## src/fmt_ctrl_pkg.sv

```systemverilog
// Shared constants and types plus the format control register file
package fmt_ctrl_pkg;
  localparam logic [3:0] CMD_FORMAT = 4'hA;
  localparam logic [3:0] BCAST_ADDR = 4'h0;
  localparam logic [3:0] RESP_FIXED = 4'h6;
  localparam logic [3:0] NVM_OFF_MID = 4'h0;
  localparam logic [3:0] NVM_OFF_TAG = 4'hF;
  localparam logic [1:0] NVM_ON_TAG = 2'h3;
  localparam int DIR_BIT = 7;
  localparam int IDX_HI = 6;
  localparam int IDX_LO = 4;
  localparam int VAL_HI = 3;
  localparam int NUM_FMT = 8;
  localparam int NUM_USER = 8;
  localparam logic [2:0] IDX_POLY_LO = 3'h0;
  localparam logic [2:0] IDX_POLY_HI = 3'h1;
  localparam logic [2:0] IDX_SEED_LO = 3'h2;
  localparam logic [2:0] IDX_SEED_HI = 3'h3;
  localparam logic [2:0] IDX_CRC_LEN = 3'h4;
  localparam logic [2:0] IDX_SHORT_LEN = 3'h5;
  localparam logic [2:0] IDX_RSVD = 3'h6;
  localparam logic [2:0] IDX_SEL = 3'h7;
  // Reset and standard frame values, index 7 down to 0
  localparam logic [NUM_FMT-1:0][3:0] FMT_STD =
    {4'h0, 4'h0, 4'h8, 4'h4, 4'h0, 4'hA, 4'h1, 4'h1};
  localparam logic [3:0] CRC_LEN_MAX = 4'h8;
  localparam logic [3:0] SHORT_LEN_MIN = 4'h8;
  localparam logic [3:0] SEL_ON = 4'hF;
  localparam logic [3:0] SEL_OFF = 4'h0;
  localparam logic [3:0] RSVD_READ = 4'h0;
  localparam logic [1:0] BANK_LOW_NIB = 2'h1;
  localparam logic [1:0] BANK_HIGH_NIB = 2'h2;
  localparam logic [3:0] LOC_USER_FIRST = 4'h8;
  localparam logic [3:0] LOC_LOW_LAST = 4'hE;
  localparam logic [3:0] LOC_OPTION = 4'h7;
  localparam int OPT_DATA_BIT = 1;

  typedef enum logic [1:0] {
    FRAME_STD_LONG,
    FRAME_ENH_LONG,
    FRAME_STD_SHORT,
    FRAME_ENH_SHORT
  } frame_kind_t;

  typedef struct packed {
    frame_kind_t kind;
    logic [3:0] code;
    logic [3:0] node;
    logic [7:0] data;
  } fmt_cmd_t;

  typedef struct packed {
    logic [1:0] bank;
    logic [3:0] loc;
    logic [3:0] data;
  } nvm_cmd_t;

  typedef struct packed {
    logic [7:0] poly;
    logic [7:0] seed;
    logic [3:0] crc_len;
    logic [3:0] short_len;
  } fmt_active_t;
endpackage

`timescale 1ns/10ps
module fmt_regs (
  // Clock and reset
  input wire logic clk_i,
  input wire logic rst_b_i,
  // Access
  input wire logic wr_en_i,
  input wire logic [2:0] idx_i,
  input wire logic [3:0] val_i,
  output logic [3:0] rd_val_o,
  // State
  output logic [fmt_ctrl_pkg::NUM_FMT-1:0][3:0] reg_val_o,
  output fmt_ctrl_pkg::fmt_active_t active_o
);
  import fmt_ctrl_pkg::*;

  logic [NUM_FMT-1:0][3:0] reg_ff;
  logic [NUM_FMT-1:0][3:0] nxt_reg;
  logic [NUM_FMT-1:0][3:0] nxt_src;
  logic accept;

  always_comb begin
    accept = wr_en_i;
    if (idx_i == IDX_CRC_LEN && val_i > CRC_LEN_MAX) begin // [RQ18]
      accept = 1'b0;
    end
    if (idx_i == IDX_SHORT_LEN && val_i < SHORT_LEN_MIN) begin
      accept = 1'b0;
    end
    if (idx_i == IDX_SEL && val_i != SEL_ON && val_i != SEL_OFF) begin // [RQ17]
      accept = 1'b0;
    end
    if (idx_i == IDX_RSVD) begin
      accept = 1'b0;
    end
    nxt_reg = reg_ff;
    if (accept) begin
      nxt_reg[idx_i] = val_i; // [RQ6]
    end
    // Selection on picks programmed values, off the standard ones
    nxt_src = (nxt_reg[IDX_SEL] == SEL_ON) ? nxt_reg : FMT_STD; // [RQ17]
  end

  // Value after the access: the written value on an accepted write, else the contents
  assign rd_val_o = (idx_i == IDX_RSVD) ? RSVD_READ : nxt_reg[idx_i]; // [RQ9] [RQ10]
  assign reg_val_o = reg_ff;

  always_ff @(posedge clk_i or negedge rst_b_i) begin
    if (!rst_b_i) begin
      reg_ff <= FMT_STD;
    end else begin
      reg_ff <= nxt_reg;
    end
  end

  // Active set follows the same edge as the write
  always_ff @(posedge clk_i or negedge rst_b_i) begin
    if (!rst_b_i) begin
      active_o <= '{poly: {FMT_STD[IDX_POLY_HI], FMT_STD[IDX_POLY_LO]},
                    seed: {FMT_STD[IDX_SEED_HI], FMT_STD[IDX_SEED_LO]},
                    crc_len: FMT_STD[IDX_CRC_LEN],
                    short_len: FMT_STD[IDX_SHORT_LEN]};
    end else begin
      active_o <= '{poly: {nxt_src[IDX_POLY_HI], nxt_src[IDX_POLY_LO]},
                    seed: {nxt_src[IDX_SEED_HI], nxt_src[IDX_SEED_LO]},
                    crc_len: nxt_src[IDX_CRC_LEN],
                    short_len: nxt_src[IDX_SHORT_LEN]}; // [RQ19]
    end
  end
endmodule // fmt_regs

```

## src/fmt_ctrl.sv

```systemverilog
// Format control command and low and high nibble-address write decode
// What this block does
// [RQ1] Format command only in long frame formats
// [RQ2] Broadcast address: execute, send no response
// [RQ3] Command code 1010 selects format command
// [RQ4] Foreign node address: ignore, no response
// [RQ5] Data byte: direction, index, value fields
// [RQ6] Direction one writes value to register
// [RQ7] Direction zero reads, register unchanged
// [RQ8] Response: node address, direction, index echoed
// [RQ9] Write response carries the written value
// [RQ10] Read response carries current register contents
// [RQ11] Response bits 11:8 fixed 0110, CRC follows
// [RQ12] Bank 01 writes low user nibbles
// [RQ13] Bank 10 writes high user nibbles
// [RQ14] Bank 10 location 0111 stores option bit
// [RQ15] Unused location: no write, node address returned
// [RQ16] Program cells only with commit flag set
// [RQ17] Selection 1111 programmed, 0000 standard, else ignored
// [RQ18] CRC length above 8 is discarded
// [RQ19] New format active now, response uses old
`timescale 1ns/10ps
module fmt_ctrl (
  // Clock and reset
  input wire logic clk_i,
  input wire logic rst_b_i,
  // Device identity and mode
  input wire logic [3:0] node_addr_i,
  input wire logic otp_commit_flag_i,
  // Format control command
  input wire logic cmd_valid_i,
  input wire fmt_ctrl_pkg::fmt_cmd_t cmd_i,
  // Non-volatile write command
  input wire logic nvm_valid_i,
  input wire fmt_ctrl_pkg::nvm_cmd_t nvm_i,
  // Response
  output logic resp_valid_o,
  output logic [15:0] resp_data_o,
  output logic [3:0] resp_crc_len_o,
  // Active frame format
  output fmt_ctrl_pkg::fmt_active_t fmt_active_o,
  // Mirror registers and cell programming
  output logic [fmt_ctrl_pkg::NUM_USER-1:0][7:0] user_byte_o,
  output logic option_bit_o,
  output logic otp_prog_o,
  output fmt_ctrl_pkg::nvm_cmd_t otp_cmd_o
);
  import fmt_ctrl_pkg::*;

  logic fmt_hit;
  logic fmt_respond;
  logic fmt_write;
  logic [2:0] format_reg_index;
  logic [3:0] format_reg_value;
  logic [3:0] fmt_rd_val;
  logic [NUM_FMT-1:0][3:0] fmt_reg_val;
  logic nvm_fire;
  logic low_hit;
  logic high_hit;
  logic opt_hit;
  logic mapped;
  logic [2:0] user_idx;
  logic [3:0] nvm_rd;
  logic [NUM_USER-1:0][7:0] user_byte_ff;
  logic option_bit_ff;
  logic resp_valid_ff;
  logic [15:0] resp_data_ff;
  logic [3:0] resp_crc_len_ff;
  logic otp_prog_ff;
  nvm_cmd_t otp_cmd_ff;
  logic [15:0] nxt_resp_data;

  assign format_reg_index = cmd_i.data[IDX_HI:IDX_LO]; // [RQ5]
  assign format_reg_value = cmd_i.data[VAL_HI:0]; // [RQ5]
  assign fmt_hit = cmd_valid_i && cmd_i.code == CMD_FORMAT // [RQ3]
    && (cmd_i.kind == FRAME_STD_LONG || cmd_i.kind == FRAME_ENH_LONG) // [RQ1]
    && (cmd_i.node == node_addr_i || cmd_i.node == BCAST_ADDR); // [RQ4]
  assign fmt_respond = fmt_hit && cmd_i.node != BCAST_ADDR; // [RQ2]
  assign fmt_write = fmt_hit && cmd_i.data[DIR_BIT]; // [RQ6] [RQ7]

  fmt_regs u_fmt_regs (
    .clk_i(clk_i),
    .rst_b_i(rst_b_i),
    .wr_en_i(fmt_write),
    .idx_i(format_reg_index),
    .val_i(format_reg_value),
    .rd_val_o(fmt_rd_val),
    .reg_val_o(fmt_reg_val),
    .active_o(fmt_active_o)
  );

  // A format command in the same cycle wins over a location write
  assign nvm_fire = nvm_valid_i && !fmt_hit;
  assign low_hit = nvm_i.bank == BANK_LOW_NIB && nvm_i.loc >= LOC_USER_FIRST
    && nvm_i.loc <= LOC_LOW_LAST; // [RQ12]
  assign high_hit = nvm_i.bank == BANK_HIGH_NIB && nvm_i.loc >= LOC_USER_FIRST; // [RQ13]
  assign opt_hit = nvm_i.bank == BANK_HIGH_NIB && nvm_i.loc == LOC_OPTION; // [RQ14]
  assign mapped = low_hit || high_hit || opt_hit; // [RQ15]
  assign user_idx = nvm_i.loc[2:0];

  always_comb begin
    nvm_rd = node_addr_i; // [RQ15]
    if (low_hit || high_hit) begin
      nvm_rd = nvm_i.data;
    end else if (opt_hit) begin
      nvm_rd = {2'h0, nvm_i.data[OPT_DATA_BIT], 1'b0};
    end
    if (fmt_hit) begin
      nxt_resp_data = {node_addr_i, RESP_FIXED, cmd_i.data[DIR_BIT:IDX_LO],
                       fmt_rd_val}; // [RQ8] [RQ9] [RQ10] [RQ11]
    end else if (otp_commit_flag_i) begin
      nxt_resp_data = {node_addr_i, nvm_i.loc, NVM_ON_TAG, nvm_i.bank, nvm_rd};
    end else begin
      nxt_resp_data = {node_addr_i, NVM_OFF_MID, NVM_OFF_TAG, node_addr_i}; // [RQ16]
    end
  end

  // Mirror nibbles follow every mapped write, commit or not
  for (genvar i = 0; i < NUM_USER; i++) begin : g_user
    always_ff @(posedge clk_i or negedge rst_b_i) begin
      if (!rst_b_i) begin
        user_byte_ff[i] <= 8'h00;
      end else if (nvm_fire && user_idx == 3'(i)) begin
        if (low_hit) begin
          user_byte_ff[i][3:0] <= nvm_i.data; // [RQ12]
        end else if (high_hit) begin
          user_byte_ff[i][7:4] <= nvm_i.data; // [RQ13]
        end
      end
    end
  end

  always_ff @(posedge clk_i or negedge rst_b_i) begin
    if (!rst_b_i) begin
      option_bit_ff <= 1'b0;
    end else if (nvm_fire && opt_hit) begin
      option_bit_ff <= nvm_i.data[OPT_DATA_BIT]; // [RQ14]
    end
  end

  // Cell programming pulse; unused locations never program
  always_ff @(posedge clk_i or negedge rst_b_i) begin
    if (!rst_b_i) begin
      otp_prog_ff <= 1'b0;
      otp_cmd_ff <= '0;
    end else begin
      otp_prog_ff <= nvm_fire && mapped && otp_commit_flag_i; // [RQ16] [RQ15]
      if (nvm_fire) begin
        otp_cmd_ff <= nvm_i;
      end
    end
  end

  // CRC length of the frame that carries this response is the old one
  always_ff @(posedge clk_i or negedge rst_b_i) begin
    if (!rst_b_i) begin
      resp_valid_ff <= 1'b0;
      resp_data_ff <= 16'h0000;
      resp_crc_len_ff <= FMT_STD[IDX_CRC_LEN];
    end else begin
      resp_valid_ff <= fmt_respond || nvm_fire; // [RQ2] [RQ4]
      if (fmt_respond || nvm_fire) begin
        resp_data_ff <= nxt_resp_data;
        resp_crc_len_ff <= fmt_active_o.crc_len; // [RQ19] [RQ11]
      end
    end
  end

  assign resp_valid_o = resp_valid_ff;
  assign resp_data_o = resp_data_ff;
  assign resp_crc_len_o = resp_crc_len_ff;
  assign user_byte_o = user_byte_ff;
  assign option_bit_o = option_bit_ff;
  assign otp_prog_o = otp_prog_ff;
  assign otp_cmd_o = otp_cmd_ff;
endmodule // fmt_ctrl

```

## config.mk

```make
export PLATFORM = sky130hd
export DESIGN_NAME = fmt_ctrl
export DESIGN_NICKNAME = d
export VERILOG_FILES = /design/src/fmt_ctrl_pkg.sv /design/src/fmt_ctrl.sv
export SDC_FILE = /design/constraint.sdc
export NUM_CORES = 1
export LEC_CHECK = 0
export ABC_AREA = 0
export ABC_CLOCK_PERIOD_IN_PS = 1600
export BUFFER_PORTS_ARGS = -buffer_cell sky130_fd_sc_hd__buf_2
export CAP_MARGIN = 20
export CORE_MARGIN = 5
export CORE_UTILIZATION = 40
export CTS_CLUSTER_DIAMETER = 40
export DETAILED_ROUTE_END_ITERATION = 8
export GPL_TIMING_DRIVEN = 0
export PLACE_DENSITY = 0.65
export SETUP_SLACK_MARGIN = 0.05
export SYNTH_ARGS = -nofsm -noshare
export SYNTH_HDL_FRONTEND = slang
export SYNTH_SLANG_ARGS = --single-unit
```

## constraint.sdc

```tcl
create_clock -name clk_i -period 1.6 [get_ports clk_i]
set_clock_uncertainty 0.05 [all_clocks]
set_input_delay 0.24 -clock clk_i [delete_from_list [all_inputs] [get_ports clk_i]]
set_output_delay 0.24 -clock clk_i [all_outputs]
set_load 0.02 [all_outputs]
```

==> reports/metrics.yaml, run 1 <==
drc_errors: 0
worstSkewPairLatency_ns: 0.42
irDropWorstVdd_v: 0.000627
post-synth-top-count-cell: "dfrtp_1"
fmaxAchievable_mhz: 468
place_area_mm2: 0.00753
syn_area_mm2: 0.00636
start_util_pct: 40.3
clkSlewWorstSetupHoldPaths_ns: 0.06
setup_tns_ns: -41.88
io_buffers: 151
synthXorXnorAreaFrac_pct: 0.688
hold_class: "in2reg"
fp.dieH_um: 136
status: "complete, but fails checks"
violations: "negative setup slack"
relSlewSlack_pct: 44.4
tightest_slew_ns: 0.833
synth_edf_count: 0
crit_path_end_kind: "register"
area_growth_pct: 48.7
htree_num_levels: 4
place_congestion: 0.902
final-instance-count-excl-fill: 962
drt-total-wl_um: 19600
preCtsSetupSlack_ns: -1.34
ys_seq_area_share_pct: 58.9
drtPass1Iterations: 4
pwr_density_cell_mw_per_mm2: 1050
power_mw: 9.97
min_path_cells: 2
fill_cells: 1292
final_layout_size_suffix_gt1_share_pct: 59.5
synth_cells: 504
via_per_inst: 5.21
dieWidth_um: 136
yosys.area_share.simple_pct: 13.0
ys_warn_count: 0
core_area_mm2: 0.0158
fin_ws_ns: -0.538
cts.path.max_buffers: 2
hpwl_um: 12800
first_iter_violations: 320
ys_types: 57
finalCriticalPeriod_ns: 2.14
synth_top_area_share_pct: 53.5
hold_violations: 0
cts_tree: "yes"
ff_latch_area_mm2: 0.00374
reg2reg_depth: 5
setup.worst_path.class: "in2reg"
synth-async-reset-ratio_pct: 100
slew_viol_final: 0
grt_max_degree: 98
synth_fa_ha_area_share_pct: 0
ys_ff_latch: 149
min_period_over_period_pct: 134
synth_nets: 541
grt_pass1_wl_um: 28700
hold_slack_ns: 0.0362
synth_ff_type: "dfrtp_1"
clock-sinks: 149
yosysTopAreaCell: "dfrtp_1"
antenna_found_initial: 1
numCtsBuffers: 17
syn_avg_cell_area_um2: 12.6
required_ns: 1.86
rsz0062_at_grt: "true"
vias: 5014
fin_nets: 769
final_antenna_net_count: 0
p_leak_nw: 4.83
grt_overflow_total: 0
finish.utilization_pct: 60.0
cp-start-kind: "input pin"
grt_pass1_vias: 5126
synth_top_family_by_area: "multiplexers"
ys_top_cells_by_count: "136 x dfrtp_1, 92 x mux2_2, 54 x nand2_1, 20 x clkbuf_1, 19 x and2_1"
io_pins: 158
cp.arrival_ns: 2.40
maxCapViolCount: 0
setup_violations: 144
wl_per_cell_um: 20.4
synth_area_leaders: "dfrtp_1 54%, mux2_2 16%, dfstp_2 5.4%"
multi_input_area_mm2: 0.00316
stdcell_area_mm2: 0.00946
critPathMaxFanout: 5
clockRootBuffer: "clkbuf_16"
placedCellCount: 872
muxShareOfSynthArea_pct: 19.1
synth_compound_area_share_pct: 5.82
row_count: 46
gr-usage-all-layers_pct: 20.3
dieArea_mm2: 0.0185
worst max-delay path, cell delays in order:
cell	delay, ns
buf_6	0.09
nand4b_1	0.18
or3_4	0.43
buf_6	0.14
buf_6	0.10
buf_6	0.11
nor3_4	0.31
nand4_1	0.19
buf_6	0.18
mux2_4	0.30
and2_4	0.13
per-layer routing:
layer	wire length, µm	GRT usage, %
met4	510	8.17
met2	9480	32.1
met1	8570	27.5
met5	0	0
met3	1060	4.29
kinds of logic (layout without fill, tap and decap cells):
group                  after synthesis  after routing
AND/OR/NAND/NOR                    155            155
flip-flops                         149            149
multiplexers                       107            107
AO/OA/AOI/OAI                       51             51
buffers and inverters               37            278
XOR/XNOR                             5              5
other                                0              1
cells in the final DEF (no fill, tap or decap), drive strengths merged, types with 5 or more instances in the layout:
cell type	synthesis	final
nand4	7	7
or3	7	7
o21ai	17	17
inv	6	13
dfstp	13	13
nor2b	5	5
a21oi	9	9
nor3	10	10
mux2i	9	9
nor2	18	18
nand2	54	54
buf	11	222
and2	19	19
nand3	9	9
clkbuf	20	35
mux2	96	96
clkinvlp	0	5
dfrtp	136	136
nand2b	8	8
sequential cells by signal (all words and copies together) (netlist names):
signal / flops
resp_crc_len_o: 4
u_fmt_regs.active_o: 24
otp_prog_o: 1
resp_data_o: 16
user_byte_o: 64
option_bit_o: 1
u_fmt_regs.reg_val_o: 28
resp_valid_o: 1
otp_cmd_o: 10
final timing paths:
| kind | from | to | slack [ns] |
|---|---|---|---|
| setup / recovery | cmd_i[14] | u_fmt_regs.active_o[4] | -0.54 |
| hold / removal | cmd_i[2] | u_fmt_regs.reg_val_o[10] | 0.04 |
| setup reg to reg | u_fmt_regs.reg_val_o[0] | resp_data_o[0] | -0.02 |
| hold reg to reg | user_byte_o[59] | user_byte_o[59] | 0.40 |
| max in group asynchronous | rst_b_i | user_byte_o[45] | 0.38 |
| min in group asynchronous | rst_b_i | u_fmt_regs.reg_val_o[14] | 0.28 |
cell type report:
type | instances | share of cell area, %
multi-input combinational | 318 | 33.4
sequential | 149 | 39.6
clock inverter | 14 | 1.75
timing repair buffer | 212 | 15.2
buffer | 28 | 2.20
inverter | 6 | 0.278
antenna | 1 | 0.0265
tap | 216 | 2.86
clock buffer | 18 | 4.64
report_power, final:
group	switching, mW	leakage, nW	internal (mW)
registers	0.162	1.93	4.04
logic	0.963	2.62	0.743
clock network	1.68	0.285	2.39
repair_timing:
action | 4_1_cts | 5_1_grt
pin swaps | 24 | 22
setup endpoints to repair | 144 | 145
setup buffers | 43 | 20
gates cloned | 2 | 1
hold buffers | 1 | 0
gates resized for setup | 76 | 145
hold endpoints to repair | 42 | 0
Power figures use the tool's default switching activity.
==> run 2: changes to the inputs <==
- CORE_UTILIZATION: 40 -> 47
- PLACE_DENSITY: 0.65 -> 0.75
==> run 2 against run 1 <==
  * The flow still finishes with violations (negative setup slack)
  * Flip-flop and latch count is the same
  * Clock power is essentially flat
  * Combinational power about the same
  * Hold slack better by 0.018 ns
  * Global-route usage up 4.2 points
  * Register-to-register slack about the same
  * Setup slack lost 0.0068 ns
  * Sequential power about the same
  * Fmax decreased by 0.32%
  * Critical endpoint unchanged
  * Largest power group unchanged
==> reports/metrics.yaml, run 2 (synthesized netlist as in run 1, its figures left out) <==
grtUsageMet3_pct: 5.59  # was 4.29%
final-instance-count-excl-fill: 925  # was 962
setup_violations: 145  # was 144
cts.path.max_buffers: 2  # unchanged
clkSlewWorstSetupHoldPaths_ns: 0.06  # about the same
p_leak_nw: 4.94  # was 4.83 nW
largest_reg_flops: 64  # unchanged
critPathMaxFanout: 4  # was 5
htree_num_levels: 4  # unchanged
irDropWorstVdd_v: 0.000728  # was 0.000627 V
grt_busiest_layer: "met2"  # unchanged
first_iter_violations: 334  # was 320
pwr_density_cell_mw_per_mm2: 1050  # about the same
relSlewSlack_pct: 48.2  # was 44.4%
grt.met2_usage_pct: 40.0  # was 32.1%
grt_max_degree: 97  # was 98
core_area_mm2: 0.0132  # was 0.0158 mm²
dieWidth_um: 126  # was 136 µm
layout_commonest_cell: "buf_2"  # unchanged
area_growth_pct: 49.9  # was 48.7%
drc_errors: 0  # unchanged
start_util_pct: 48.0  # was 40.3%
via_per_inst: 5.62  # was 5.21
grt_pass1_vias: 5364  # was 5,126
preCtsSetupSlack_ns: -1.33  # was -1.34 ns
clock-sinks: 149  # unchanged
placedCellCount: 832  # was 872
antenna_found_initial: 0  # was 1
maxCapViolCount: 0  # unchanged
min_period_over_period_pct: 134  # about the same
finalCriticalPeriod_ns: 2.15  # was 2.14 ns
finish.utilization_pct: 72.0  # was 60.0%
io_buffers: 151  # unchanged
row_count: 42  # was 46
vias: 5196  # was 5,014
hpwl_um: 12300  # was 12,800 µm
hold_class: "in2reg"  # unchanged
fp.dieH_um: 126  # was 136 µm
fill_cells: 878  # was 1,292
required_ns: 1.86  # about the same
worstSkewPairLatency_ns: 0.42  # about the same
crit_path_end_kind: "register"  # unchanged
grt_overflow_total: 0  # unchanged
hold_violations: 0  # unchanged
violations: "negative setup slack"  # unchanged
insertedDiodeCount: 0  # was 1
io_pins: 158  # unchanged
clockRootBuffer: "clkbuf_16"  # unchanged
wl_per_cell_um: 21.7  # was 20.4 µm
rsz0062_at_grt: "true"  # unchanged
cts_tree: "yes"  # unchanged
grt_use_met1_pct: 32.0  # was 27.5%
cp.arrival_ns: 2.41  # was 2.40 ns
status: "complete, but fails checks"  # unchanged
drt-total-wl_um: 20100  # was 19,600 µm
tightest_slew_ns: 0.775  # was 0.833 ns
stdcell_area_mm2: 0.00954  # was 0.00946 mm²
numCtsBuffers: 17  # unchanged
cp-start-kind: "input pin"  # unchanged
fin_ws_ns: -0.545  # was -0.538 ns
drtPass1Iterations: 5  # was 4
fmaxAchievable_mhz: 466  # was 468 MHz
final_antenna_net_count: 0  # unchanged
setup.worst_path.class: "in2reg"  # unchanged
place_area_mm2: 0.00748  # was 0.00753 mm²
dieArea_mm2: 0.0160  # was 0.0185 mm²
final_layout_size_suffix_gt1_share_pct: 61.4  # was 59.5%
fin_nets: 773  # was 769
final_cell_mix: "148 x buf_2, 136 x dfrtp_1, 91 x mux2_4"  # was 144 x buf_2, 136 x dfrtp_1, 73 x mux2_4
place_congestion: 0.941  # was 0.902
gr-usage-all-layers_pct: 24.6  # was 20.3%
grt_pass1_wl_um: 30500  # was 28,700 µm
slew_viol_final: 0  # unchanged
==> run 2: cell count changes in the layout (fill, tap and decap cells not counted), moves of 5 or more <==
cell | previous run | this run
mux2_2 | 23 | 5
mux2_4 | 73 | 91
nand2_1 | 44 | 30
nand2_2 | 6 | 17
buf_6 | 32 | 38
inv_6 | 6 | 0
and2_1 | 11 | 6
and2_4 | 8 | 13
clkbuf_1 | 10 | 15
o21ai_0 | 10 | 5
==> run 2: stage by stage <==
| step | hold slack, ns | setup TNS [ns] | power (mW) |
|---|---|---|---|
| after detailed placement | 0.172 | -136.15 | 5.61 |
| after floorplan | -0.106 | -66.83 | 5.01 |
| after global routing | 0.0577 | -61.48 | 10.3 |
| after CTS | 0.0393 | -46.77 | 9.93 |
| final | 0.0544 | -54.46 | 9.99 |
| after global placement | 0.386 | -367.47 | 5.55 |
==> run 2: power by group <==
group	switching (mW)	internal [mW]	total, mW
logic	0.977	0.753	1.73
clock network	1.51	2.53	4.04
registers	0.176	4.04	4.22
==> run 2: per-layer routing <==
| metal | wire (µm) | part of all wire (%) |
|---|---|---|
| met5 | 0 | 0 |
| met4 | 531 | 2.6 |
| met3 | 1130 | 5.6 |
| met2 | 9980 | 50 |
| met1 | 8410 | 42 |
==> run 2: worst paths after layout <==
check                                              from                        to  slack (ns)  cells after the start
worst max-delay path                          cmd_i[14]    u_fmt_regs.active_o[4]       -0.55                     11
worst min-delay path                           nvm_i[9]              otp_cmd_o[9]        0.05                      3
worst max register to register  u_fmt_regs.reg_val_o[0]            resp_data_o[0]       -0.03                      5
worst min register to register          user_byte_o[57]           user_byte_o[57]        0.41                      1
max in group asynchronous                       rst_b_i  u_fmt_regs.reg_val_o[29]        0.37                      3
min in group asynchronous                       rst_b_i   u_fmt_regs.active_o[15]        0.29                      2
==> run 2: cell type report <==
cell class              count  area, µm²  area share (%)
clock buffers              23        468            4.91
plain buffers              28        224            2.35
inverters                   6       26.3           0.276
multi-input cells         318       3290            34.5
repair buffers            216       1430            15.0
flip-flops and latches    149       3740            39.3
clock inverters             9        131            1.38
well taps                 176        220            2.31
==> run 2: worst max-delay path: stages <==
cell	delay [ns]
buf_6	0.09
nand4b_1	0.20
or3_4	0.42
buf_6	0.14
buf_6	0.12
buf_6	0.12
nor3_4	0.29
nand4_1	0.17
buf_4	0.19
mux2_4	0.30
and2_4	0.14
==> run 2: timing repair <==
action,4_1_cts,5_1_grt
resized for setup,182,82
hold endpoints to repair,43,0
buffers inserted,42,21
setup endpoints to repair,144,144
hold buffers,1,0
gates cloned,3,0
pin swaps,33,45
==> run 3: changes to the inputs <==
- SETUP_SLACK_MARGIN: 0.05 -> default
==> run 3 against run 2 <==
  * The run still ends with negative setup slack left
  * Die area did not move
  * First-iteration DRC count up 6.3%
  * Fmax rose by 1.6%
  * Clock power rose by 3%
  * Routed wire length fell by 0.53%
  * Flip-flop and latch count unchanged
  * Core utilization is 0.085 points lower
  * Non-clock buffer count grew 2
  * Largest power group unchanged
==> reports/metrics.yaml, run 3 (synthesized netlist as in run 1, its figures left out) <==
cp.arrival_ns: 2.43  # was 2.41 ns
hold_class: "in2reg"  # unchanged
fin_ws_ns: -0.512  # was -0.545 ns
final_layout_size_suffix_gt1_share_pct: 59.7  # was 61.4%
grt_max_degree: 91  # was 97
dieArea_mm2: 0.0160  # unchanged
clkSlewWorstSetupHoldPaths_ns: 0.06  # about the same
drc_errors: 0  # unchanged
area_growth_pct: 49.7  # was 49.9%
hold_violations: 0  # unchanged
crit_path_end_kind: "register"  # unchanged
io_pins: 158  # unchanged
vias: 5140  # was 5,196
met2WireLength_um: 9560  # was 9980 µm
grt_overflow_total: 0  # unchanged
place_congestion: 0.904  # was 0.941
setup_violations: 145  # unchanged
required_ns: 1.92  # was 1.86 ns
violations: "negative setup slack"  # unchanged
finalCriticalPeriod_ns: 2.11  # was 2.15 ns
largest_reg_flops: 64  # unchanged
pwr_density_cell_mw_per_mm2: 1060  # was 1050 mW/mm²
preCtsSetupSlack_ns: -1.32  # was -1.33 ns
worstSkewPairLatency_ns: 0.43  # was 0.42 ns
final_cell_mix: "148 x buf_2, 136 x dfrtp_1, 83 x mux2_4"  # was 148 x buf_2, 136 x dfrtp_1, 91 x mux2_4
rsz0062_at_grt: "true"  # unchanged
fmaxAchievable_mhz: 474  # was 466 MHz
core_area_mm2: 0.0132  # unchanged
gr-usage-all-layers_pct: 25.0  # was 24.6%
maxCapViolCount: 0  # unchanged
highest_layer: "met4"  # unchanged
fin_nets: 775  # was 773
antenna_found_initial: 0  # unchanged
row_count: 42  # unchanged
status: "complete, but fails checks"  # unchanged
htree_num_levels: 4  # unchanged
insertedDiodeCount: 0  # unchanged
grt_pass1_wl_um: 30900  # was 30,500 µm
tightest_slew_ns: 0.736  # was 0.775 ns
layout_commonest_cell: "buf_2"  # unchanged
power_mw: 10.1  # was 9.99 mW
clock-sinks: 149  # unchanged
cts.path.max_buffers: 2  # unchanged
start_util_pct: 48.0  # unchanged
cts_tree: "yes"  # unchanged
drtPass1Iterations: 5  # unchanged
via_per_inst: 5.55  # was 5.62
setup.worst_path.class: "in2reg"  # unchanged
first_iter_violations: 355  # was 334
min_period_over_period_pct: 132  # was 134%
irDropWorstVdd_v: 0.000562  # was 0.000728 V
relSlewSlack_pct: 50.8  # was 48.2%
critPathMaxFanout: 7  # was 4
p_leak_nw: 4.93  # was 4.94 nW
hpwl_um: 12400  # was 12,300 µm
wl_per_cell_um: 21.5  # was 21.7 µm
grt_pass1_vias: 5559  # was 5,364
dieWidth_um: 126  # unchanged
clockRootBuffer: "clkbuf_16"  # unchanged
numCtsBuffers: 17  # unchanged
io_buffers: 151  # unchanged
drt-total-wl_um: 20000  # was 20,100 µm
slew_viol_final: 0  # unchanged
final_antenna_net_count: 0  # unchanged
cp-start-kind: "input pin"  # unchanged
met1_length_um: 8340  # was 8410 µm
r2r_setup_slack_ns: -0.02  # was -0.03 ns
route.met3.wl_um: 1300  # was 1130 µm
fp.dieH_um: 126  # unchanged
run 3: cell types whose count changed in the layout (fill, tap and decap cells not counted), sizes merged:
cell / before / now
clkinv: 3 / 2
inv: 5 / 8
clkinvlp: 4 / 3
run 3: metal layers:
layer | track usage [%] | vias up
met5 | 0 | -
met1 | 32.4 | 2598
li1 | - | 2253
met2 | 39.1 | 231
met3 | 7.06 | 58
met4 | 11.7 | 0
run 3: path summary, 6_finish.rpt:
path | start | to | depth (start not counted)
worst max-delay path | cmd_i[8] | u_fmt_regs.active_o[0] | 9
worst min-delay path | nvm_i[9] | otp_cmd_o[9] | 3
worst min register to register | user_byte_o[59] | user_byte_o[59] | 1
max in group asynchronous | rst_b_i | u_fmt_regs.active_o[3] | 3
min in group asynchronous | rst_b_i | u_fmt_regs.reg_val_o[10] | 2
worst max register to register | u_fmt_regs.reg_val_o[19] | resp_data_o[3] | 4
run 3: area by class of cell:
cell class / count / area, µm²
Buffer: 28 / 211
Sequential cell: 149 / 3740
Tap cell: 176 / 220
Clock inverter: 10 / 145
Fill cell: 868 / 3720
Multi-Input combinational cell: 318 / 3210
Timing Repair Buffer: 218 / 1490
Inverter: 6 / 26.3
Clock buffer: 21 / 470
run 3: critical path, stage by stage:
cell and delay, ns:
buf_2 0.13, xnor2_1 0.31, a41oi_2 0.21, or3_4 0.43, buf_6 0.15, or4_4 0.44
o21ai_4 0.18, buf_6 0.20, and2_4 0.14
run 3: stage by stage:
| stage | hold slack [ns] | cells | utilization (%) | instance area [µm²] | setup TNS [ns] |
|---|---|---|---|---|---|
| after global placement | 0.387 | 831 | 56.2 | 7450 | -367.61 |
| final | 0.0564 | 926 | 71.9 | 9520 | -41.97 |
| after detailed placement | 0.197 | 832 | 56.5 | 7480 | -134.54 |
| after CTS | 0.0295 | 916 | 69.9 | 9250 | -40.88 |
| after floorplan | -0.106 | 504 | - | 6470 | -66.83 |
| after global routing | 0.0632 | 926 | 71.9 | 9520 | -46.53 |
run 3: what timing repair did:
action | 4_1_cts | 5_1_grt
buffers inserted | 49 | 11
endpoints found under the hold margin | 49 | 0
hold buffers | 1 | 0
pin swaps | 37 | 19
gates cloned | 4 | 2
resized for setup | 191 | 48
endpoints found under the setup margin | 144 | 145
run 3: power breakdown:
part / switching (mW) / total, mW / internal [mW]
clock network: 1.58 / 4.16 / 2.58
logic: 0.980 / 1.74 / 0.758
registers: 0.164 / 4.20 / 4.04
